`src/fcb_regs.svh`:
```
/*
 * constants for the flash command bus host controller: command codes,
 * identifier layout, operation limits and bus timing counts.
 * assumes a 200 MHz controller clock and an asynchronous flash part on pins.
 */
`ifndef FCB_REGS_SVH
`define FCB_REGS_SVH

// ****************************************************************
// command codes
// ****************************************************************
`define FCB_CMD_READ       8'h00
`define FCB_CMD_ID_A       8'h90
`define FCB_CMD_ID_B       8'h80
`define FCB_CMD_ERASE      8'h20
`define FCB_CMD_ERASE_VFY  8'ha0
`define FCB_CMD_PROG       8'h40
`define FCB_CMD_PROG_VFY   8'hc0
`define FCB_CMD_RESET      8'hff
`define FCB_ERASED_BYTE    8'hff
`define FCB_PRECHARGE_BYTE 8'h00

// ****************************************************************
// identifier readout
// ****************************************************************
`define FCB_ID_BYTE_SEL_BIT 0
`define FCB_ID_ENABLE_BIT   9
`define FCB_TOP_DATA_BIT    7

// ****************************************************************
// retry limits
// ****************************************************************
`define FCB_ERASE_TRIES 1000
`define FCB_PROG_TRIES  25

// ****************************************************************
// timing: figures in ns, counts derived at 5 ns per cycle
// ****************************************************************
`define FCB_CLK_NS         5
`define FCB_ERASE_PULSE_NS 10000000
`define FCB_PROG_PULSE_NS  10000
`define FCB_READ_WAIT_NS   6000
`define FCB_ERASE_PULSE_CYC ((`FCB_ERASE_PULSE_NS + `FCB_CLK_NS - 1) / `FCB_CLK_NS)
`define FCB_PROG_PULSE_CYC  ((`FCB_PROG_PULSE_NS + `FCB_CLK_NS - 1) / `FCB_CLK_NS)
`define FCB_READ_WAIT_CYC   ((`FCB_READ_WAIT_NS + `FCB_CLK_NS - 1) / `FCB_CLK_NS)
`define FCB_STROBE_CYC      4

`endif

```
`src/fcb_pkg.sv`:
```
/*
 * types for the flash command bus host controller.
 * assumes fcb_regs.svh supplies the numeric constants.
 */
package fcb_pkg;
    typedef enum logic [2:0] {
        FCB_OP_READ = 3'h0,
        FCB_OP_ID = 3'h1,
        FCB_OP_PROGRAM = 3'h2,
        FCB_OP_ERASE = 3'h3,
        FCB_OP_RESET = 3'h4
    } fcb_op_t;
    typedef enum logic [1:0] {
        FCB_RES_OK = 2'h0,
        FCB_RES_FAIL = 2'h1,
        FCB_RES_NO_SUPPLY = 2'h2
    } fcb_res_t;
endpackage

```
`src/fcb_bus_cycle.sv`:
```
/*
 * one asynchronous bus cycle on the flash pins: write or read.
 * assumes the caller holds addr and wdata stable while busy is high.
 */
`timescale 1ns/1ps
`include "fcb_regs.svh"
module fcb_bus_cycle #(
    parameter int ADDR_W = 17,
    parameter int STROBE_CYC = `FCB_STROBE_CYC
) (
    input wire logic clk,
    input wire logic rst_n,
    input wire logic start,
    input wire logic is_write,
    input wire logic [ADDR_W-1:0] addr,
    input wire logic [7:0] wdata,
    input wire logic [7:0] dq_sync,
    output logic busy,
    output logic done,
    output logic [7:0] rdata,
    output logic [ADDR_W-1:0] flash_addr,
    output logic chip_sel_n,
    output logic write_strobe_n,
    output logic out_gate_n,
    output logic [7:0] dq_out,
    output logic dq_oe
);
    import fcb_pkg::*;
    initial begin
        if (STROBE_CYC < 3 || STROBE_CYC > 255) $error("strobe length out of range");
    end
    typedef enum logic [3:0] {
        FCB_BC_IDLE = 4'b0001,
        FCB_BC_SETUP = 4'b0010,
        FCB_BC_STROBE = 4'b0100,
        FCB_BC_HOLD = 4'b1000
    } fcb_bc_t;
    fcb_bc_t st_q;
    logic wr_q;
    logic [7:0] cnt_q;
    wire cnt_end = (cnt_q == 8'h00);
    always_ff @(posedge clk or negedge rst_n) begin
        if (!rst_n) begin
            st_q <= FCB_BC_IDLE;
            wr_q <= 1'b0;
            cnt_q <= 8'h00;
            busy <= 1'b0;
            done <= 1'b0;
            rdata <= 8'h00;
            flash_addr <= '0;
            chip_sel_n <= 1'b1;
            write_strobe_n <= 1'b1;
            out_gate_n <= 1'b1;
            dq_out <= 8'h00;
            dq_oe <= 1'b0;
        end else begin
            done <= 1'b0;
            if (!cnt_end) cnt_q <= cnt_q - 8'h01;
            case (st_q)
                FCB_BC_IDLE: begin
                    if (start) begin
                        st_q <= FCB_BC_SETUP;
                        wr_q <= is_write;
                        busy <= 1'b1;
                        flash_addr <= addr;
                        dq_out <= wdata;
                        dq_oe <= is_write;
                        chip_sel_n <= 1'b0;
                    end
                end
                FCB_BC_SETUP: begin
                    // write combination: strobe and select low, gate high
                    // address captured on this later falling edge
                    st_q <= FCB_BC_STROBE;
                    cnt_q <= 8'(STROBE_CYC);
                    if (wr_q) write_strobe_n <= 1'b0;
                    else out_gate_n <= 1'b0;
                end
                FCB_BC_STROBE: begin
                    if (cnt_end) begin
                        // strobe rises first, select after, data latched
                        st_q <= FCB_BC_HOLD;
                        write_strobe_n <= 1'b1;
                        out_gate_n <= 1'b1;
                        // sampled late in the strobe: two sync stages already spent
                        if (!wr_q) rdata <= dq_sync;
                    end
                end
                default: begin
                    st_q <= FCB_BC_IDLE;
                    chip_sel_n <= 1'b1;
                    dq_oe <= 1'b0;
                    busy <= 1'b0;
                    done <= 1'b1;
                end
            endcase
        end
    end
    wr_comb_a: assert property (@(posedge clk) disable iff (!rst_n)
        !write_strobe_n |-> (!chip_sel_n && out_gate_n && dq_oe))
        else $error("write strobe without proper select and gate");
    addr_stable_a: assert property (@(posedge clk) disable iff (!rst_n)
        (!write_strobe_n && $past(!write_strobe_n)) |-> $stable(flash_addr))
        else $error("address moved during write strobe");
    no_fight_a: assert property (@(posedge clk) disable iff (!rst_n)
        !out_gate_n |-> !dq_oe)
        else $error("driving data while device output enabled");
    done_time_a: assert property (@(posedge clk) disable iff (!rst_n)
        (start && !busy) |-> ##[3:300] done)
        else $error("bus cycle did not finish in time");
endmodule // fcb_bus_cycle

```
`src/fcb_host.sv`:
```
/*
 * host controller driving a bulk-erase flash through its bus pins.
 * assumes one command at a time on cmd_valid/cmd_ready and a flash part
 * whose data pins meet dq_out/dq_oe on a shared wire built outside.
 */
// Function
// - write needs strobe, select low, gate high
// - identifier command, low bit picks byte
// - program whole array before erasing (not done here; left to the caller)
// - erase needs erase code written twice
// - wait erase pulse before erase verify
// - verify every address in sequence
// - on mismatch re-erase, limit 1000 tries
// - program set-up then program write with data
// - wait program pulse before program verify
// - on mismatch re-program, limit 25 tries
`timescale 1ns/1ps
`include "fcb_regs.svh"
module fcb_host #(
    parameter int ADDR_W = 17,
    parameter int ERASE_PULSE_CYC = `FCB_ERASE_PULSE_CYC,
    parameter int PROG_PULSE_CYC = `FCB_PROG_PULSE_CYC,
    parameter int READ_WAIT_CYC = `FCB_READ_WAIT_CYC,
    parameter int ERASE_TRIES = `FCB_ERASE_TRIES,
    parameter int PROG_TRIES = `FCB_PROG_TRIES
) (
    input wire logic clk,
    input wire logic rst_n,
    input wire logic cmd_valid,
    input wire fcb_pkg::fcb_op_t cmd_op,
    input wire logic [ADDR_W-1:0] cmd_addr,
    input wire logic [7:0] cmd_data,
    input wire logic supply_ok,
    output logic cmd_ready,
    output logic rsp_valid,
    output fcb_pkg::fcb_res_t rsp_res,
    output logic [7:0] rsp_data,
    output logic [ADDR_W-1:0] rsp_addr,
    output logic program_supply_high,
    output logic [ADDR_W-1:0] flash_addr,
    output logic chip_sel_n,
    output logic write_strobe_n,
    output logic out_gate_n,
    input wire logic [7:0] dq_in,
    output logic [7:0] dq_out,
    output logic dq_oe
);
    import fcb_pkg::*;
    initial begin
        if (ADDR_W < 10 || ADDR_W > 24) $error("address width unsupported");
        // the supply wait must outlast the two synchroniser stages on supply_ok
        if (ERASE_PULSE_CYC < 1 || PROG_PULSE_CYC < 1 || READ_WAIT_CYC < 2)
            $error("pulse or wait counts too short");
        if (ERASE_TRIES < 1 || ERASE_TRIES > 65535 || PROG_TRIES < 1 || PROG_TRIES > 65535)
            $error("retry limits out of range");
    end

    // ****************************************************************
    // types and state
    // ****************************************************************
    typedef enum logic [8:0] {
        FCB_IDLE = 9'b000000001,
        FCB_SUP = 9'b000000010,
        FCB_W1 = 9'b000000100,
        FCB_W2 = 9'b000001000,
        FCB_WAIT = 9'b000010000,
        FCB_VFY = 9'b000100000,
        FCB_RD = 9'b001000000,
        FCB_CHK = 9'b010000000,
        FCB_DONE = 9'b100000000
    } fcb_st_t;
    fcb_st_t st_q;
    fcb_op_t op_q;
    logic [ADDR_W-1:0] addr_q;
    logic [ADDR_W-1:0] end_q;
    logic [7:0] data_q;
    logic [31:0] wait_q;
    logic [15:0] tries_q;
    logic bc_start_q;
    logic bc_wr_q;
    logic [ADDR_W-1:0] bc_addr_q;
    logic [7:0] bc_data_q;
    logic [7:0] dq_s1_q;
    logic [7:0] dq_s2_q;
    logic sup_s1_q;
    logic sup_s2_q;
    logic bc_busy;
    logic bc_done;
    logic [7:0] bc_rdata;

    // ****************************************************************
    // decoding
    // ****************************************************************
    function automatic logic [7:0] fcb_first_code(input fcb_op_t op);
        case (op)
            FCB_OP_ERASE: fcb_first_code = `FCB_CMD_ERASE;
            FCB_OP_PROGRAM: fcb_first_code = `FCB_CMD_PROG;
            FCB_OP_ID: fcb_first_code = `FCB_CMD_ID_A;
            FCB_OP_RESET: fcb_first_code = `FCB_CMD_RESET;
            default: fcb_first_code = `FCB_CMD_READ;
        endcase
    endfunction
    function automatic logic fcb_odd(input logic [7:0] b);
        fcb_odd = ^b;
    endfunction
    wire is_erase = (op_q == FCB_OP_ERASE);
    wire is_prog = (op_q == FCB_OP_PROGRAM);
    wire is_id = (op_q == FCB_OP_ID);
    wire two_writes = is_erase || is_prog || (op_q == FCB_OP_RESET);
    wire has_pulse = is_erase || is_prog;
    wire [7:0] first_code = fcb_first_code(op_q);
    // erase verify and program verify codes
    wire [7:0] vfy_code = is_erase ? `FCB_CMD_ERASE_VFY : `FCB_CMD_PROG_VFY;
    // second erase code repeats; program write carries data
    wire [7:0] second_code = is_prog ? data_q : first_code;
    wire [7:0] expect_byte = is_erase ? `FCB_ERASED_BYTE : data_q;
    wire id_bad = is_id && !fcb_odd(bc_rdata);
    wire match = is_id ? !id_bad : (bc_rdata == expect_byte);
    wire last_addr = (addr_q == end_q);
    wire give_up = (tries_q == 16'h0001);
    wire wait_end = (wait_q == 32'h0);

    // ****************************************************************
    // synchronisers
    // ****************************************************************
    always_ff @(posedge clk or negedge rst_n) begin
        if (!rst_n) begin
            dq_s1_q <= 8'h00;
            dq_s2_q <= 8'h00;
            sup_s1_q <= 1'b0;
            sup_s2_q <= 1'b0;
        end else begin
            dq_s1_q <= dq_in;
            dq_s2_q <= dq_s1_q;
            sup_s1_q <= supply_ok;
            sup_s2_q <= sup_s1_q;
        end
    end

    // ****************************************************************
    // sequencer
    // ****************************************************************
    always_ff @(posedge clk or negedge rst_n) begin
        if (!rst_n) begin
            st_q <= FCB_IDLE;
            op_q <= FCB_OP_READ;
            addr_q <= '0;
            end_q <= '0;
            data_q <= 8'h00;
            wait_q <= 32'h0;
            tries_q <= 16'h0;
            bc_start_q <= 1'b0;
            bc_wr_q <= 1'b0;
            bc_addr_q <= '0;
            bc_data_q <= 8'h00;
            cmd_ready <= 1'b0;
            rsp_valid <= 1'b0;
            rsp_res <= FCB_RES_OK;
            rsp_data <= 8'h00;
            rsp_addr <= '0;
            program_supply_high <= 1'b0;
        end else begin
            bc_start_q <= 1'b0;
            rsp_valid <= 1'b0;
            if (!wait_end) wait_q <= wait_q - 32'h1;
            case (st_q)
                FCB_IDLE: begin
                    cmd_ready <= 1'b1;
                    if (cmd_valid && cmd_ready) begin
                        cmd_ready <= 1'b0;
                        op_q <= cmd_op;
                        data_q <= cmd_data;
                        // erase walks the whole array from address zero upward
                        addr_q <= (cmd_op == FCB_OP_ERASE) ? '0 : cmd_addr;
                        end_q <= (cmd_op == FCB_OP_ERASE) ? '1 : cmd_addr;
                        tries_q <= (cmd_op == FCB_OP_ERASE) ? 16'(ERASE_TRIES)
                                                            : 16'(PROG_TRIES);
                        program_supply_high <= 1'b1;
                        // latch resets to read on supply rise; settle wait
                        wait_q <= 32'(READ_WAIT_CYC);
                        st_q <= FCB_SUP;
                    end
                end
                FCB_SUP: begin
                    if (wait_end) begin
                        // no command while supply not reported high
                        if (!sup_s2_q) begin
                            rsp_res <= FCB_RES_NO_SUPPLY;
                            st_q <= FCB_DONE;
                        end else begin
                            bc_start_q <= 1'b1;
                            bc_wr_q <= 1'b1;
                            // identifier command: low bit picks byte
                            bc_addr_q <= addr_q;
                            bc_data_q <= first_code;
                            st_q <= FCB_W1;
                        end
                    end
                end
                FCB_W1: begin
                    if (bc_done) begin
                        if (two_writes) begin
                            bc_start_q <= 1'b1;
                            bc_data_q <= second_code;
                            st_q <= FCB_W2;
                        end else begin
                            // read after latch holds read or identifier
                            wait_q <= 32'(READ_WAIT_CYC);
                            st_q <= FCB_WAIT;
                        end
                    end
                end
                FCB_W2: begin
                    if (bc_done) begin
                        // erase pulse; program pulse, timed here
                        wait_q <= is_erase ? 32'(ERASE_PULSE_CYC) : 32'(PROG_PULSE_CYC);
                        if (has_pulse) st_q <= FCB_WAIT;
                        else begin
                            rsp_res <= FCB_RES_OK;
                            st_q <= FCB_DONE;
                        end
                    end
                end
                FCB_WAIT: begin
                    if (wait_end) begin
                        bc_start_q <= 1'b1;
                        bc_addr_q <= addr_q;
                        bc_wr_q <= has_pulse;
                        // verify ends pulse, address for margin read
                        bc_data_q <= vfy_code;
                        st_q <= has_pulse ? FCB_VFY : FCB_RD;
                    end
                end
                FCB_VFY: begin
                    if (bc_done) begin
                        bc_start_q <= 1'b1;
                        bc_wr_q <= 1'b0;
                        st_q <= FCB_RD;
                    end
                end
                FCB_RD: begin
                    if (bc_done) st_q <= FCB_CHK;
                end
                FCB_CHK: begin
                    rsp_data <= bc_rdata;
                    rsp_addr <= addr_q;
                    if (!has_pulse) begin
                        rsp_res <= id_bad ? FCB_RES_FAIL : FCB_RES_OK;
                        st_q <= FCB_DONE;
                    end else if (match && !last_addr) begin
                        addr_q <= addr_q + ADDR_W'(1);
                        bc_start_q <= 1'b1;
                        bc_wr_q <= 1'b1;
                        bc_addr_q <= addr_q + ADDR_W'(1);
                        st_q <= FCB_VFY;
                    end else if (match) begin
                        rsp_res <= FCB_RES_OK;
                        st_q <= FCB_DONE;
                    end else if (give_up) begin
                        rsp_res <= FCB_RES_FAIL;
                        st_q <= FCB_DONE;
                    end else begin
                        // repeat sequence, resume at failed address
                        tries_q <= tries_q - 16'h1;
                        bc_start_q <= 1'b1;
                        bc_wr_q <= 1'b1;
                        bc_data_q <= first_code;
                        st_q <= FCB_W1;
                    end
                end
                default: begin
                    // reset code left in latch avoided: drop supply, latch read
                    program_supply_high <= 1'b0;
                    rsp_valid <= 1'b1;
                    st_q <= FCB_IDLE;
                end
            endcase
        end
    end

    fcb_bus_cycle #(.ADDR_W(ADDR_W)) u_cycle (
        .clk(clk),
        .rst_n(rst_n),
        .start(bc_start_q),
        .is_write(bc_wr_q),
        .addr(bc_addr_q),
        .wdata(bc_data_q),
        .dq_sync(dq_s2_q),
        .busy(bc_busy),
        .done(bc_done),
        .rdata(bc_rdata),
        .flash_addr(flash_addr),
        .chip_sel_n(chip_sel_n),
        .write_strobe_n(write_strobe_n),
        .out_gate_n(out_gate_n),
        .dq_out(dq_out),
        .dq_oe(dq_oe)
    );

    // ****************************************************************
    // checks
    // ****************************************************************
    // no write without supply
    wr_supply_a: assert property (@(posedge clk) disable iff (!rst_n)
        !write_strobe_n |-> program_supply_high)
        else $error("write strobe while supply low");
    erase_pair_a: assert property (@(posedge clk) disable iff (!rst_n)
        (st_q == FCB_W2 && bc_done && is_erase) |-> bc_data_q == `FCB_CMD_ERASE)
        else $error("second erase write not erase code");
    pulse_wait_a: assert property (@(posedge clk) disable iff (!rst_n)
        (st_q == FCB_W2 && bc_done && has_pulse) |=> st_q == FCB_WAIT && wait_q != 32'h0)
        else $error("verify issued without pulse wait");
    vfy_code_a: assert property (@(posedge clk) disable iff (!rst_n)
        (st_q == FCB_WAIT && wait_end && has_pulse) |=> bc_data_q == vfy_code)
        else $error("wrong verify code");
    tries_bound_a: assert property (@(posedge clk) disable iff (!rst_n)
        (st_q == FCB_CHK && has_pulse) |-> tries_q != 16'h0)
        else $error("retry count underflow");
    id_parity_a: assert property (@(posedge clk) disable iff (!rst_n)
        (st_q == FCB_CHK && is_id && id_bad) |=> rsp_res == FCB_RES_FAIL)
        else $error("bad identifier parity not reported");
    busy_ready_a: assert property (@(posedge clk) disable iff (!rst_n)
        bc_busy |-> !cmd_ready)
        else $error("ready while bus busy");
    prog_done_c: cover property (@(posedge clk) disable iff (!rst_n)
        rsp_valid && rsp_res == FCB_RES_OK && op_q == FCB_OP_PROGRAM);
    erase_retry_c: cover property (@(posedge clk) disable iff (!rst_n)
        st_q == FCB_CHK && is_erase && !match && !give_up);
    id_read_c: cover property (@(posedge clk) disable iff (!rst_n)
        rsp_valid && op_q == FCB_OP_ID);
endmodule // fcb_host

```
`config.mk`:
```
export PLATFORM = sky130hd
export DESIGN_NAME = fcb_host
export DESIGN_NICKNAME = d
export VERILOG_FILES = /design/src/fcb_pkg.sv /design/src/fcb_bus_cycle.sv /design/src/fcb_host.sv
export VERILOG_INCLUDE_DIRS = /design/src
export SDC_FILE = /design/constraint.sdc
export NUM_CORES = 1
export LEC_CHECK = 0
export BUFFER_PORTS_ARGS = -buffer_cell sky130_fd_sc_hd__buf_2
export CORE_ASPECT_RATIO = 1.1
export CORE_UTILIZATION = 30
export DETAILED_ROUTE_END_ITERATION = 16
export SKIP_CTS_REPAIR_TIMING = 1
export SLEW_MARGIN = 20
export SYNTH_ARGS = -nofsm -noshare
export SYNTH_HDL_FRONTEND = slang
export SYNTH_SLANG_ARGS = --single-unit
```
`constraint.sdc`:
```
create_clock -name clk -period 2.5 [get_ports clk]
set_clock_uncertainty 0.05 [all_clocks]
set_input_delay 0.5 -clock clk [delete_from_list [all_inputs] [get_ports clk]]
set_output_delay 0.5 -clock clk [all_outputs]
set_load 0.02 [all_outputs]
```
Yosys cells after proc, flatten, opt, wreduce, memory -nomap -nowiden

Index checks and enable logic that the tools add are counted.

Divide/modulo/power cells: 0
Add/sub/neg operators: 4
Equal/unequal tests: 44
Bitwise logic cells: 3
$lt $le $gt $ge: 0
Multiplexer cells: 104
Multiply operators: 0
Reductions and logical operators: 36
Shift operators: 0

Operators with widths:

| operator                                               | number |
|---|---|
| 2-to-1 mux 32 bit                                      | 5 |
| 2-to-1 mux 17 bit                                      | 8 |
| 2-to-1 mux 9 bit                                       | 13 |
| 2-to-1 mux 8 bit                                       | 13 |
| case mux 32 bit (3 select lines)                       | 1 |
| 2-to-1 mux 16 bit                                      | 5 |
| case mux 9 bit (8 select lines)                        | 1 |
| case mux 8 bit (4 select lines)                        | 2 |
| case mux 17 bit (3 select lines)                       | 1 |
| case mux 17 bit (2 select lines)                       | 1 |
| zero test 32 bit                                       | 1 |
| case mux 16 bit (2 select lines)                       | 1 |
| subtractor 32 x 1 -> 32 bit (second input constant)    | 1 |
| inequality test 2 bit (second input constant)          | 15 |
| 2-to-1 mux 1 bit                                       | 29 |
| 2-to-1 mux 21 bit                                      | 1 |
| adder 17 x 1 -> 17 bit (second input constant)         | 1 |
| == test 17 bit                                         | 1 |
| == test 16 x 1 -> 1 bit (second input constant)        | 1 |
| 2-to-1 mux 2 bit                                       | 8 |
| subtractor 16 x 1 -> 16 bit (second input constant)    | 1 |
| 2-to-1 mux 7 bit                                       | 2 |
| AND reduction 7 bit                                    | 2 |
| inequality test 2 x 1 -> 1 bit (second input constant) | 6 |
| 45 further kinds                                       | 71 |

Logic and storage cells: 223
Bits in writable memories: 0
Latch bits: 0
Input port bits: 40
Memory bits (read-only): 0
Bits in registers: 228
Memories kept: 0
Output and inout port bits: 59

Depth between registers and ports, before layout

Gate-level depths: netlist of run 1.

Word-level depth: 9
Mapped depth: 10
Depth with buffers taken out: 8

Modules after synthesis

Synthesis of run 1 repeated with hierarchy kept, for this count alone.

Cell total of the unflattened synthesis: 1159
Area total of the unflattened synthesis: 11228.3 um^2

By module, submodules not included:

| module        | times used | cells an instance | area an instance (um^2) | sequential area each (um^2) |
|---|---|---|---|---|
| fcb_host      | 1          | 1006              | 9100.0                  | 4430.5 |
| fcb_bus_cycle | 1          | 153               | 2128.3                  | 1306.3 |

Least setup slack after synthesis of run 1

Ideal clock, no wire load.

Kind: register -> register
From: register wait_q[17]
To: register bc_addr_q[10]
Setup slack: -159 ps
Path buffers: 2
Required time: 2325 ps
Library setup time: 125 ps
Period minus slack after synthesis: 2659 ps
Stages on the path, launching flop included: 10
Arrival: 2484 ps
Path through: dfrtp_1 > nor4_4 > nand4_2 > or4_4 > a21oi_2 > o221a_1 > o21a_1 > buf_4 > buf_12 > mux2_4

Word-level cells in the longest chain between the ends: 3
Elaborated cells between the ends (all ways): 4
Those cells by class: 2 x eq/ne; 2 x reduce/logical

Ends and longest elaborated chain:

| item                                   | line            | source |
|---|---|---|
| start, declared                        | fcb_host.sv:77  | `logic [31:0] wait_q;` |
| start signal, assigned                 | fcb_host.sv:165 | `if (!wait_end) wait_q <= wait_q - 32'h1;` |
| start signal, assigned                 | fcb_host.sv:180 | `wait_q <= 32'(READ_WAIT_CYC);` |
| start signal, assigned                 | fcb_host.sv:208 | `wait_q <= 32'(READ_WAIT_CYC);` |
| zero test 32 bit *                     | fcb_host.sv:121 | `wire wait_end = (wait_q == 32'h0);` |
| inequality test 2 bit (no source line) | --              |  |
| AND reduction 6 bit (no source line) * | --              |  |
| end signal, assigned                   | fcb_host.sv:194 | `bc_addr_q <= addr_q;` |
| end signal, assigned                   | fcb_host.sv:227 | `bc_addr_q <= addr_q;` |
| end signal, assigned                   | fcb_host.sv:254 | `bc_addr_q <= addr_q + ADDR_W'(1);` |
| end, declared                          | fcb_host.sv:81  | `logic [ADDR_W-1:0] bc_addr_q;` |

Mark *: on every way between the ends. The rest lies on a longest branch, timed or not.
A chain may end at the register's enable or synchronous reset.

Worst setup path after layout of run 1

From: register wait_q[3]
To: register rsp_res[0]

Word-level cells in the longest chain between the ends: 3

Ends and longest elaborated chain:

| item                                   | line            | source |
|---|---|---|
| zero test 32 bit                       | fcb_host.sv:121 |  |
| inequality test 2 bit (no source line) | --              |  |
| AND reduction 7 bit (no source line)   | --              |  |
| end signal, assigned                   | fcb_host.sv:248 | `rsp_res <= id_bad ? FCB_RES_FAIL : FCB_RES_OK;` |
| end, declared                          | fcb_host.sv:36  | `output fcb_pkg::fcb_res_t rsp_res,` |

Every way passes these cells.

==> key figures, run 1 <==
Outcome
  – Outcome: finished with violations
  – Failing checks: negative setup slack

Power and ir drop
  – Pwr/cell area: 983 mW/mm²
  – Leakage: 0.00730 µW
  – Total power: 14900 µW
  – Peak VDD IR: 0.465 mV

Routing
  – Number of iterations in the first detailed-routing pass: 5
  – # DRC: 0
  – DRT iter0 DRCs: 507
  – Routed vias/inst: 4.85
  – WL/cell: 16.1 µm
  – Drt total wl: 31900 µm
  – Final ANT Viol Nets: 0
  – Vias post-DR: 9595

CTS
  – CTS sink count: 228
  – CTS tree: built
  – CTS root buffer: clkbuf_16
  – H-tree levels: 1
  – CTS clock-pin slew for the worst setup and hold paths: 0.06 ns
  – Clock buffer count from CTS: 24
  – CTS Buffer Depth: 3
  – Skew-Pair Late Insertion Delay: 0.54 ns

Die
  – Die area: 0.0381 mm²
  – Initial Util: 0.307
  – Row count: 73
  – Die span in x: 186 µm
  – Chip height: 205 µm
  – IO Count: 99
  – Placeable Area: 0.0364 mm²

GRT
  – M2 GR Usage: 0.263
  – Congestion Overflow GR: 0
  – Largest net degree at the start of global routing: 76
  – Initial antenna violation count: 0
  – Met3 usage: 0.0217
  – GR peak layer: met2
  – GR Util met1: 0.229
  – Vias in the first global route: 9369
  – Tot GR Track Use: 0.165
  – First-pass GRT wire length: 49700 µm

Timing
  – F_max: 371 MHz
  – Slew @ Worst Pin: 0.840 ns
  – Rel. slew slack: 0.437
  – Slew Limit Fails: 0
  – Post-route setup slack: -0.198 ns
  – RSZ-0062 raised after global routing: true
  – Final Hold Vio Count: 0
  – Fin crit period: 2.70 ns
  – Final period util: 1.08
  – Final setup violation count: 45

Setup path
  – Worst reg2reg startpoint: wait_q[3]
  – Buf/Inv on CP: 1
  – Top delay family on crit path: simple AND/OR/NAND/NOR gates
  – CP max stage cell: or4_4
  – CP arrival: 3.06 ns
  – R2R cell count: 7
  – Endpoint class of the critical path: flop
  – Worst setup path category: flop to flop
  – Startpoint Class: flop
  – Crit Path Max Fanout: 12
  – Levels on crit path: 7
  – Max incr delay on CP: 0.56 ns
  – Critical Path Start: wait_q[3]
  – CP required: 2.87 ns
  – Critical-path cell list: nor4_4, nand3_2, or4_4, buf_4, a311o_1, a31oi_2, mux2_2

Layout
  – Area taken by multi-input logic gates: 0.00558 mm²
  – Filler cells: 3522
  – Seq. cell area: 0.00572 mm²
  – Area Growth Syn to Fin: 35.4%
  – Final instance area: 0.0152 mm²
  – Fin util: 0.416
  – Layout Nets: 1521
  – Layout cells sized above 1: 0.315
  – Ant. Diodes: 0

Worst hold path
  – Hold path start: dq_in[1]
  – Hold crit path type: input port to flop
  – Worst hold path cell count: 1

Yosys
  – Number of enable flip-flop cells after synthesis: 0
  – Synthesized area: 0.0112 mm²
  – Main synth FF type: dfrtp_1
  – Asr flop ratio synth: 1.00
  – Synth Instances: 1195
  – #FFs+latches synth: 228
  – Register area share after synthesis: 0.510
  – Ys Warns: 0
  – Net Count, Synth: 1242
  – Average cell area after synthesis: 9.36 µm²
  – Number of distinct library cells after synthesis: 78

Place
  – Final GP Congestion: 0.899
  – Placement Cell Area: 0.0136 mm²
  – DP HPWL: 23000 µm
  – I/O Buffers: 98

Run
  – Max-cap viol count: 0
## final timing paths
kind	endpoint	slack (ns)
max	rsp_res[0]	-0.20
min	dq_s1_q[1]	0.02
max in group asynchronous	u_cycle.out_gate_n	1.12
min reg2reg	sup_s2_q	0.30
max reg2reg	rsp_res[0]	-0.20
min in group asynchronous	rsp_data[2]	0.48
## sequential cells by signal, summed over array words and instances (netlist names), 2 cells and up
name                cells
wait_q                 32
addr_q                 17
bc_addr_q              17
end_q                  17
rsp_addr               17
u_cycle.flash_addr     17
tries_q                16
st_q                    9
bc_data_q               8
data_q                  8
dq_s1_q                 8
dq_s2_q                 8
rsp_data                8
u_cycle.cnt_q           8
u_cycle.dq_out          8
u_cycle.rdata           8
u_cycle.st_q            4
op_q                    3
rsp_res                 2
## through the flow
stage	std cells	worst slack (ns)	TNS (ns)	hold WS, ns
floorplan	1195	-0.135	-2.00	0.154
global placement	1908	-0.230	-8.36	0.286
detailed placement	1908	-0.220	-7.59	0.286
CTS	1951	-0.271	-8.90	-0.0810
global route	1978	-0.261	-9.56	0.00141
finish	1978	-0.198	-5.27	0.0208
## synthesized netlist by cell type, types with 7 or more instances
library cell | number | area (µm²)
xor2_1 | 35 | 307
a21oi_1 | 62 | 310
mux2_2 | 17 | 191
nand2b_1 | 16 | 100
nor4_1 | 14 | 87.6
nor2_1 | 93 | 349
mux2_4 | 10 | 150
o2bb2ai_1 | 8 | 70.1
nand3_1 | 21 | 105
nor2b_1 | 11 | 68.8
inv_1 | 24 | 90.1
nand2_1 | 277 | 1040
dfrtp_1 | 223 | 5580
ha_1 | 7 | 87.6
mux2_1 | 9 | 101
clkbuf_1 | 39 | 146
o21ai_0 | 63 | 315
or4_1 | 7 | 52.6
a31oi_1 | 16 | 100
xnor2_1 | 39 | 342
buf_2 | 12 | 60.1
or3_1 | 7 | 43.8
nand4_1 | 10 | 62.6
nor3_1 | 36 | 180
and3_1 | 12 | 75.1
## cell type report
cell class / instances / area share
multi-input combinational: 881 / 0.368
sequential: 228 / 0.377
inverter: 25 / 0.00619
clock inverter: 5 / 0.00347
tap: 487 / 0.0402
clock buffer: 38 / 0.0485
timing repair buffer: 314 / 0.157
## cell usage in the layout, fill, tap and decap left out, types with 10 or more instances in the layout
cell         n
buf_4      180
dfrtp_1    219
xor2_1      35
nor2b_1     11
o21ai_0     50
mux2_4      21
nand3_1     15
nand4_1     10
buf_6       16
mux2_2      14
a31oi_1     13
nor4_1      10
nor2_1      92
xnor2_1     38
clkbuf_16   28
buf_2       97
and3_1      11
nand2_1    275
a21oi_1     54
nor3_1      33
o21ai_1     15
inv_1       24
nand2b_1    14
## cells by family (layout without fill, tap and decap cells)
| family | count (synthesis) | count (layout) | synth area share |
|---|---|---|---|
| adders and majority gates | 7 | 7 | 0.00783 |
| buffers and inverters | 86 | 382 | 0.0330 |
| xor gates and xnor gates | 74 | 74 | 0.0579 |
| AOI/OAI and AO/OA | 217 | 217 | 0.120 |
| DFF | 228 | 228 | 0.510 |
| muxes | 41 | 41 | 0.0441 |
| and+or+nand+nor | 542 | 542 | 0.226 |
## report_power, final
part	switching (µW)	internal, µW
combinational	3150	3070
clock	1460	2110
sequential	618	4490
total	5230	9670
## metal layers
layer,part of all wire,vias to the layer above
met4,0.026,0
met1,0.47,4712
met2,0.47,175
li1,-,4656
met5,0,-
met3,0.036,52
Power figures use the tool's default switching activity.
==> inputs of run 2 (changes only) <==
--- a/config.mk
+++ b/config.mk
@@ -6,10 +6,12 @@
 export SDC_FILE = /design/constraint.sdc
 export NUM_CORES = 1
 export LEC_CHECK = 0
+export ABC_AREA = 1
 export BUFFER_PORTS_ARGS = -buffer_cell sky130_fd_sc_hd__buf_2
 export CORE_ASPECT_RATIO = 1.1
 export CORE_UTILIZATION = 30
 export DETAILED_ROUTE_END_ITERATION = 16
+export RECOVER_POWER = 100
 export SKIP_CTS_REPAIR_TIMING = 1
 export SLEW_MARGIN = 20
 export SYNTH_ARGS = -nofsm -noshare
==> run 2 against run 1 <==
  * The run now ends clean
  * Sequential power barely moved
  * Clock power rose by 2%
  * Critical path depth rose by 6
  * Fmax rose by 14%
  * Flip-flop and latch count did not move
  * Critical endpoint is now bc_data_q[6]
==> key figures, run 2 <==
Setup path
  – CP max stage cell: dfrtp_1
  – Startpoint Class: flop
  – Max incr delay on CP: 0.42 ns (-0.14 ns)
  – CP arrival: 2.77 ns (-0.29 ns)
  – Buf/Inv on CP: 4 (+3)
  – Levels on crit path: 13 (+6)
  – Endpoint class of the critical path: flop
  – Worst setup path category: flop to flop
  – Critical-path cell list: inv_1, ha_1, inv_1, nor3_1, nand3_1, nor2_1, inv_1, nand2_1, nand3b_1, nor2_1, nand4_1, nand2_1, inv_1
  – R2R cell count: 13 (+6)
  – CP required: 2.90 ns (+0.03 ns)
  – Top delay family on crit path: simple AND/OR/NAND/NOR gates
  – CP most frequent cell: inv_1
  – Crit Path Max Fanout: 5 (-7)

Yosys
  – Main combinational cell family by area after synthesis: simple AND/OR/NAND/NOR gates
  – Synthesized area: 0.0119 mm² (+6.4%)
  – Post-Synth Adder-Cell Area: 0.00736 (-0.000470)
  – Ys Warns: 0 (unchanged)
  – Ranking of synthesized cells by area: dfrtp_1, nand2_1, inv_1
  – Number of enable flip-flop cells after synthesis: 0 (unchanged)
  – #FFs+latches synth: 228 (unchanged)
  – Top-count cell post-synth: nand2_1
  – Xor/xnor share of the synthesized area: 0.0397 (-0.0182)
  – Main synth FF type: dfrtp_1
  – Top cell type's share of synthesized area: 0.469 (-0.0299)
  – Number of distinct library cells after synthesis: 53 (-32%)
  – Post-Synth Simple-Gate Area: 0.284 (+0.0581)
  – Mux cell area share after synthesis: 0 (-0.0441)
  – Asr flop ratio synth: 1.00 (unchanged)
  – Commonest cells in the netlist: nand2_1, dfrtp_1, inv_1
  – Net Count, Synth: 1556 (+25%)
  – Post-synthesis compound-gate area fraction: 0.108 (-0.0121)
  – Synth Instances: 1509 (+26%)
  – Yosys top cell by area: dfrtp_1
  – Register area share after synthesis: 0.480 (-0.0306)
  – Average cell area after synthesis: 7.89 µm² (-16%)

Routing
  – Routed vias/inst: 4.73 (-2.6%)
  – DRT iter0 DRCs: 706 (+39%)
  – # DRC: 0 (unchanged)
  – Number of iterations in the first detailed-routing pass: 5 (unchanged)
  – Drt total wl: 32500 µm (+1.8%)
  – Vias post-DR: 10209 (+6.4%)
  – Final ANT Viol Nets: 0 (unchanged)
  – WL/cell: 15.0 µm (-6.8%)

Timing
  – F_max: 422 MHz (+14%)
  – Final setup violation count: 0 (-100%)
  – Setup TNS: 0 ns (+5.27 ns)
  – Slew @ Worst Pin: 1.13 ns (+0.295 ns)
  – Final Hold Vio Count: 0 (unchanged)
  – Fin crit period: 2.37 ns (-0.328 ns)
  – Rel. slew slack: 0.243 (-0.193)
  – Slew Limit Fails: 0 (unchanged)
  – RSZ-0062 raised after global routing: false
  – Final period util: 0.948 (-0.131)

Die
  – IO Count: 99 (unchanged)
  – Chip height: 211 µm (+3.1%)
  – Die span in x: 192 µm (+3.1%)
  – Row count: 76 (+4.1%)
  – Placeable Area: 0.0392 mm² (+7.5%)
  – Initial Util: 0.304 (-0.00319)
  – Die area: 0.0405 mm² (+6.3%)

Power and ir drop
  – Leakage: 0.00678 µW (-7.2%)
  – Peak VDD IR: 0.508 mV (+9.3%)
  – Pwr/cell area: 994 mW/mm² (+1.1%)

Layout
  – Final instance area: 0.0137 mm² (-9.3%)
  – Layout cells sized above 1: 0.105 (-0.210)
  – Fin cells: 2160 (+9.2%)
  – Area Growth Syn to Fin: 15.4%
  – Biggest register: wait_q
  – Most frequent cells in the layout: nand2_1, dfrtp_1, inv_1, nor2_1, o21ai_0
  – Largest register FFs: 32 (unchanged)
  – Layout Nets: 1681 (+11%)
  – Most common cell after layout, fill and taps aside: nand2_1
  – Ant. Diodes: 0 (unchanged)

GRT
  – Tot GR Track Use: 0.164 (-0.000825)
  – Largest net degree at the start of global routing: 77 (+1.3%)
  – Vias in the first global route: 9981 (+6.5%)
  – Initial antenna violation count: 0 (unchanged)
  – Congestion Overflow GR: 0 (unchanged)
  – First-pass GRT wire length: 53200 µm (+7.1%)

Run
  – Max-cap viol count: 0 (unchanged)

CTS
  – H-tree levels: 1 (unchanged)
  – CTS clock-pin slew for the worst setup and hold paths: 0.07 ns (about the same)
  – CTS root buffer: clkbuf_16
  – CTS sink count: 228 (unchanged)
  – Skew-Pair Late Insertion Delay: 0.55 ns (about the same)
  – CTS Buffer Depth: 3 (unchanged)
  – CTS tree: built
  – Clock buffer count from CTS: 25 (+4.2%)

Place
  – Final GP Congestion: 0.874 (-2.7%)
  – DP HPWL: 24100 µm (+4.8%)
  – Placement Cell Area: 0.0131 mm² (-3.5%)
  – I/O Buffers: 98 (unchanged)
  – Dpl cells: 2106 (+10%)

Worst hold path
  – Worst hold path cell count: 1 (unchanged)
  – Hold crit path type: input port to flop

Outcome
  – Outcome: finished, final reports clean
[run 2: final cells by class]
type                       instances  area (µm²)
multi-input combinational       1049        5180
sequential                       228        5710
clock buffer                      28         637
timing repair buffer             137         688
inverter                         193         733
tap                              507         634
fill                            4173       25400
clock inverter                    18         160
[run 2: power by group]
part	leakage, µW	switching (µW)	total [µW]	internal [µW]
clock	0.000377	1650	3630	1980
sequential	0.00294	615	5110	4500
combinational	0.00346	3340	4920	1570
total	0.00678	5610	13700	8050
[run 2: path summary, 6_finish.rpt]
check | end | startpoint | slack [ns]
worst max register to register | bc_data_q[6] | wait_q[0] | 0.13
worst min register to register | dq_s2_q[7] | dq_s1_q[7] | 0.30
worst min-delay path | dq_s1_q[7] | dq_in[7] | 0.01
max in group asynchronous | bc_start_q | rst_n | 0.34
worst max-delay path | bc_data_q[6] | wait_q[0] | 0.13
min in group asynchronous | rsp_addr[12] | rst_n | 0.67
[run 2: kinds of logic after synthesis]
logic type / Yosys count
adder cells (fa/ha/maj): 7
AO/OA/AOI/OAI: 234
AND/OR/NAND/NOR: 754
XOR/XNOR: 54
flip-flops: 228
buffers and inverters: 232
[run 2: stage by stage]
stage	power, µW	setup WS [ns]	hold slack, ns	util
finish	13700	0.130	0.0121	0.351
detailed placement	10200	0.161	0.286	0.334
global route	14700	0.0137	0.00271	0.351
CTS	13900	0.120	-0.103	0.354
global placement	10100	0.194	0.283	0.334
floorplan	8900	0.447	0.154	-
[run 2: per-layer routing]
layer | global-route usage | up-vias | share of wire
met5 | 0 | - | 0
met4 | 0.0479 | 0 | 0.022
met3 | 0.0163 | 44 | 0.047
met2 | 0.268 | 252 | 0.46
met1 | 0.230 | 4827 | 0.47
li1 | - | 5086 | -
==> inputs of run 3 (changes only) <==
--- a/config.mk
+++ b/config.mk
@@ -12,6 +12,7 @@
 export CORE_UTILIZATION = 30
 export DETAILED_ROUTE_END_ITERATION = 16
 export RECOVER_POWER = 100
+export REMOVE_ABC_BUFFERS = 1
 export SKIP_CTS_REPAIR_TIMING = 1
 export SLEW_MARGIN = 20
 export SYNTH_ARGS = -nofsm -noshare
==> run 3 against run 2 <==
  * Sequential share of layout area fell by 0.68 points
  * Register-to-register slack improved by 0.04 ns
  * Clock power rose by 9.6%
  * Utilization rose by 0.59 points
  * Largest cell class unchanged
==> key figures, run 3 (synthesis gave the netlist of run 2 again) <==
Outcome
  – Outcome: finished, final reports clean

Layout
  – Biggest register: wait_q
  – Ant. Diodes: 0 (unchanged)
  – Layout cells sized above 1: 0.110 (+0.00572)
  – Layout Nets: 1686 (+0.30%)
  – Largest register FFs: 32 (unchanged)
  – Most frequent cells in the layout: nand2_1, dfrtp_1, inv_1, nor2_1, o21ai_0
  – Most common cell after layout, fill and taps aside: nand2_1
  – Area Growth Syn to Fin: 17.4%
  – Filler cells: 4192 (+0.46%)

Setup path
  – R2R cell count: 10 (-3)
  – Worst setup path category: flop to flop
  – CP arrival: 2.75 ns (-0.02 ns)
  – R2r endpoint: st_q[0]
  – Crit Path Max Fanout: 5 (unchanged)
  – CP required: 2.93 ns (+0.03 ns)
  – R2R Setup Slk: 0.17 ns (+0.04 ns)
  – Startpoint Class: flop
  – Worst reg2reg startpoint: st_q[0]
  – Endpoint class of the critical path: flop

Timing
  – Fin crit period: 2.33 ns (-0.0407 ns)
  – F_max: 429 MHz (+1.7%)
  – Slew @ Worst Pin: 1.40 ns (+0.264 ns)
  – Final setup violation count: 0 (unchanged)
  – RSZ-0062 raised after global routing: false
  – Rel. slew slack: 0.0674 (-0.176)
  – Setup TNS: 0 ns (unchanged)
  – Slew Limit Fails: 0 (unchanged)
  – Final period util: 0.932 (-0.0163)
  – Final Hold Vio Count: 0 (unchanged)
  – Worst hold slack: 0.109 ns (+0.0967 ns)

Routing
  – Drt total wl: 32100 µm (-1.2%)
  – Number of iterations in the first detailed-routing pass: 5 (unchanged)
  – DRT iter0 DRCs: 622 (-12%)
  – WL met1: 14400 µm (-4.7%)
  – Final ANT Viol Nets: 0 (unchanged)
  – Vias post-DR: 10257 (+0.47%)
  – DR WL met3: 1320 µm (-14%)
  – # DRC: 0 (unchanged)
  – WL/cell: 14.8 µm (-1.5%)
  – Top routing layer in use: met4
  – Met2 wire len: 15600 µm (+3.4%)
  – Routed vias/inst: 4.74 (+0.24%)

Die
  – Placeable Area: 0.0392 mm² (unchanged)
  – Die span in x: 192 µm (unchanged)
  – Chip height: 211 µm (unchanged)
  – Initial Util: 0.304 (unchanged)
  – Row count: 76 (unchanged)
  – IO Count: 99 (unchanged)
  – Die area: 0.0405 mm² (unchanged)

Power and ir drop
  – Pwr/cell area: 1000 mW/mm² (+1.0%)
  – Clock power frac: 0.284 (+0.018)
  – Peak VDD IR: 0.450 mV (-11%)
  – Sw frac: 0.390 (-0.0207)
  – Total power: 14000 µW (+2.7%)
  – Comb pwr share: 0.350 (-0.010)
  – Net Sw Power: 5470 µW (-2.5%)
  – P_int: 8560 µW (+6.3%)
  – Leakage: 0.00691 µW (+2.0%)
  – Reg power frac: 0.366 (-0.008)

GRT
  – Tot GR Track Use: 0.163 (-0.00147)
  – Initial antenna violation count: 0 (unchanged)
  – Congestion Overflow GR: 0 (unchanged)
  – Vias in the first global route: 10052 (+0.71%)
  – First-pass GRT wire length: 52900 µm (-0.73%)
  – Largest net degree at the start of global routing: 54 (-30%)

Worst hold path
  – Hold EP: data_q[2]
  – Hold crit path type: input port to flop
  – Worst hold path cell count: 3 (+2)
  – Hold path start: cmd_data[2]

CTS
  – H-tree levels: 1 (unchanged)
  – Skew-Pair Late Insertion Delay: 0.56 ns (about the same)
  – CTS sink count: 228 (unchanged)
  – CTS root buffer: clkbuf_16
  – Clock buffer count from CTS: 26 (+4.0%)
  – CTS tree: built
  – CTS Buffer Depth: 3 (unchanged)
  – CTS clock-pin slew for the worst setup and hold paths: 0.06 ns (about the same)

Place
  – I/O Buffers: 98 (unchanged)
  – DP HPWL: 24100 µm (-0.33%)
  – Final GP Congestion: 0.864 (-1.2%)

Run
  – Max-cap viol count: 0 (unchanged)
[run 3: changes by cell type in the layout (fill, tap and decap cells not counted), moves of 4 or more]
cell and delta:
o21ai_0 -9, clkinvlp_4 -5, o21ai_2 +5, buf_4 +8, inv_2 +4, o21ai_1 +4
clkbuf_8 +7
[run 3: critical path: stages (launching register included)]
cell and delay (ns):
dfstp_1 0.65, nor2_4 0.08, nand2_4 0.09, nor2_1 0.06
nand3_1 0.19, nand3_1 0.19, nor2_1 0.24, nand3b_1 0.19
o21ai_2 0.30, o21ai_0 0.15, inv_1 0.08
[run 3: per-layer routing]
layer  up-vias  track usage
li1       5117            -
met3        50       0.0231
met4         0       0.0479
met1      4902        0.216
met2       188        0.274
met5         -            0
[run 3: how the worst max path moves through the flow]
stage	from	to	slack (ns)
2_1_floorplan	st_q[8]	bc_addr_q[12]	0.16
3_3_place_gp	st_q[3]	tries_q[9]	0.23
3_5_place_dp	op_q[2]	addr_q[9]	0.16
4_1_cts	op_q[2]	addr_q[15]	0.12
5_1_grt	st_q[5]	wait_q[6]	0.02
6_report	st_q[0]	st_q[0]	0.17
[run 3: stage by stage]
| step | worst slack [ns] | instances | utilization | instance area, µm² |
|---|---|---|---|---|
| after floorplan | 0.163 | 1470 | - | 11700 |
| after global placement | 0.231 | 2108 | 0.335 | 13100 |
| after detailed placement | 0.155 | 2108 | 0.335 | 13100 |
| after CTS | 0.116 | 2155 | 0.358 | 14000 |
| after global routing | 0.0185 | 2165 | 0.357 | 14000 |
| final | 0.171 | 2165 | 0.357 | 14000 |
[run 3: layout make-up]
| cell class | instances | area [µm²] | area share |
|---|---|---|---|
| clock buffer | 38 | 766 | 0.0548 |
| clock inverter | 9 | 138 | 0.00985 |
| multi-input combinational | 1049 | 5200 | 0.372 |
| sequential | 228 | 5710 | 0.409 |
| inverter | 193 | 738 | 0.0528 |
| tap | 507 | 634 | 0.0454 |
| timing repair buffer | 141 | 787 | 0.0563 |
[run 3: power by group through the flow]
stage / logic, µW / clock network, µW / registers, µW
after CTS: 5020 / 4110 / 5130
after detailed placement: 5000 / 0 / 5180
after global placement: 4930 / 0 / 5160
final: 4910 / 3980 / 5130
after floorplan: 3610 / 0 / 5060
after global routing: 5590 / 4240 / 5230
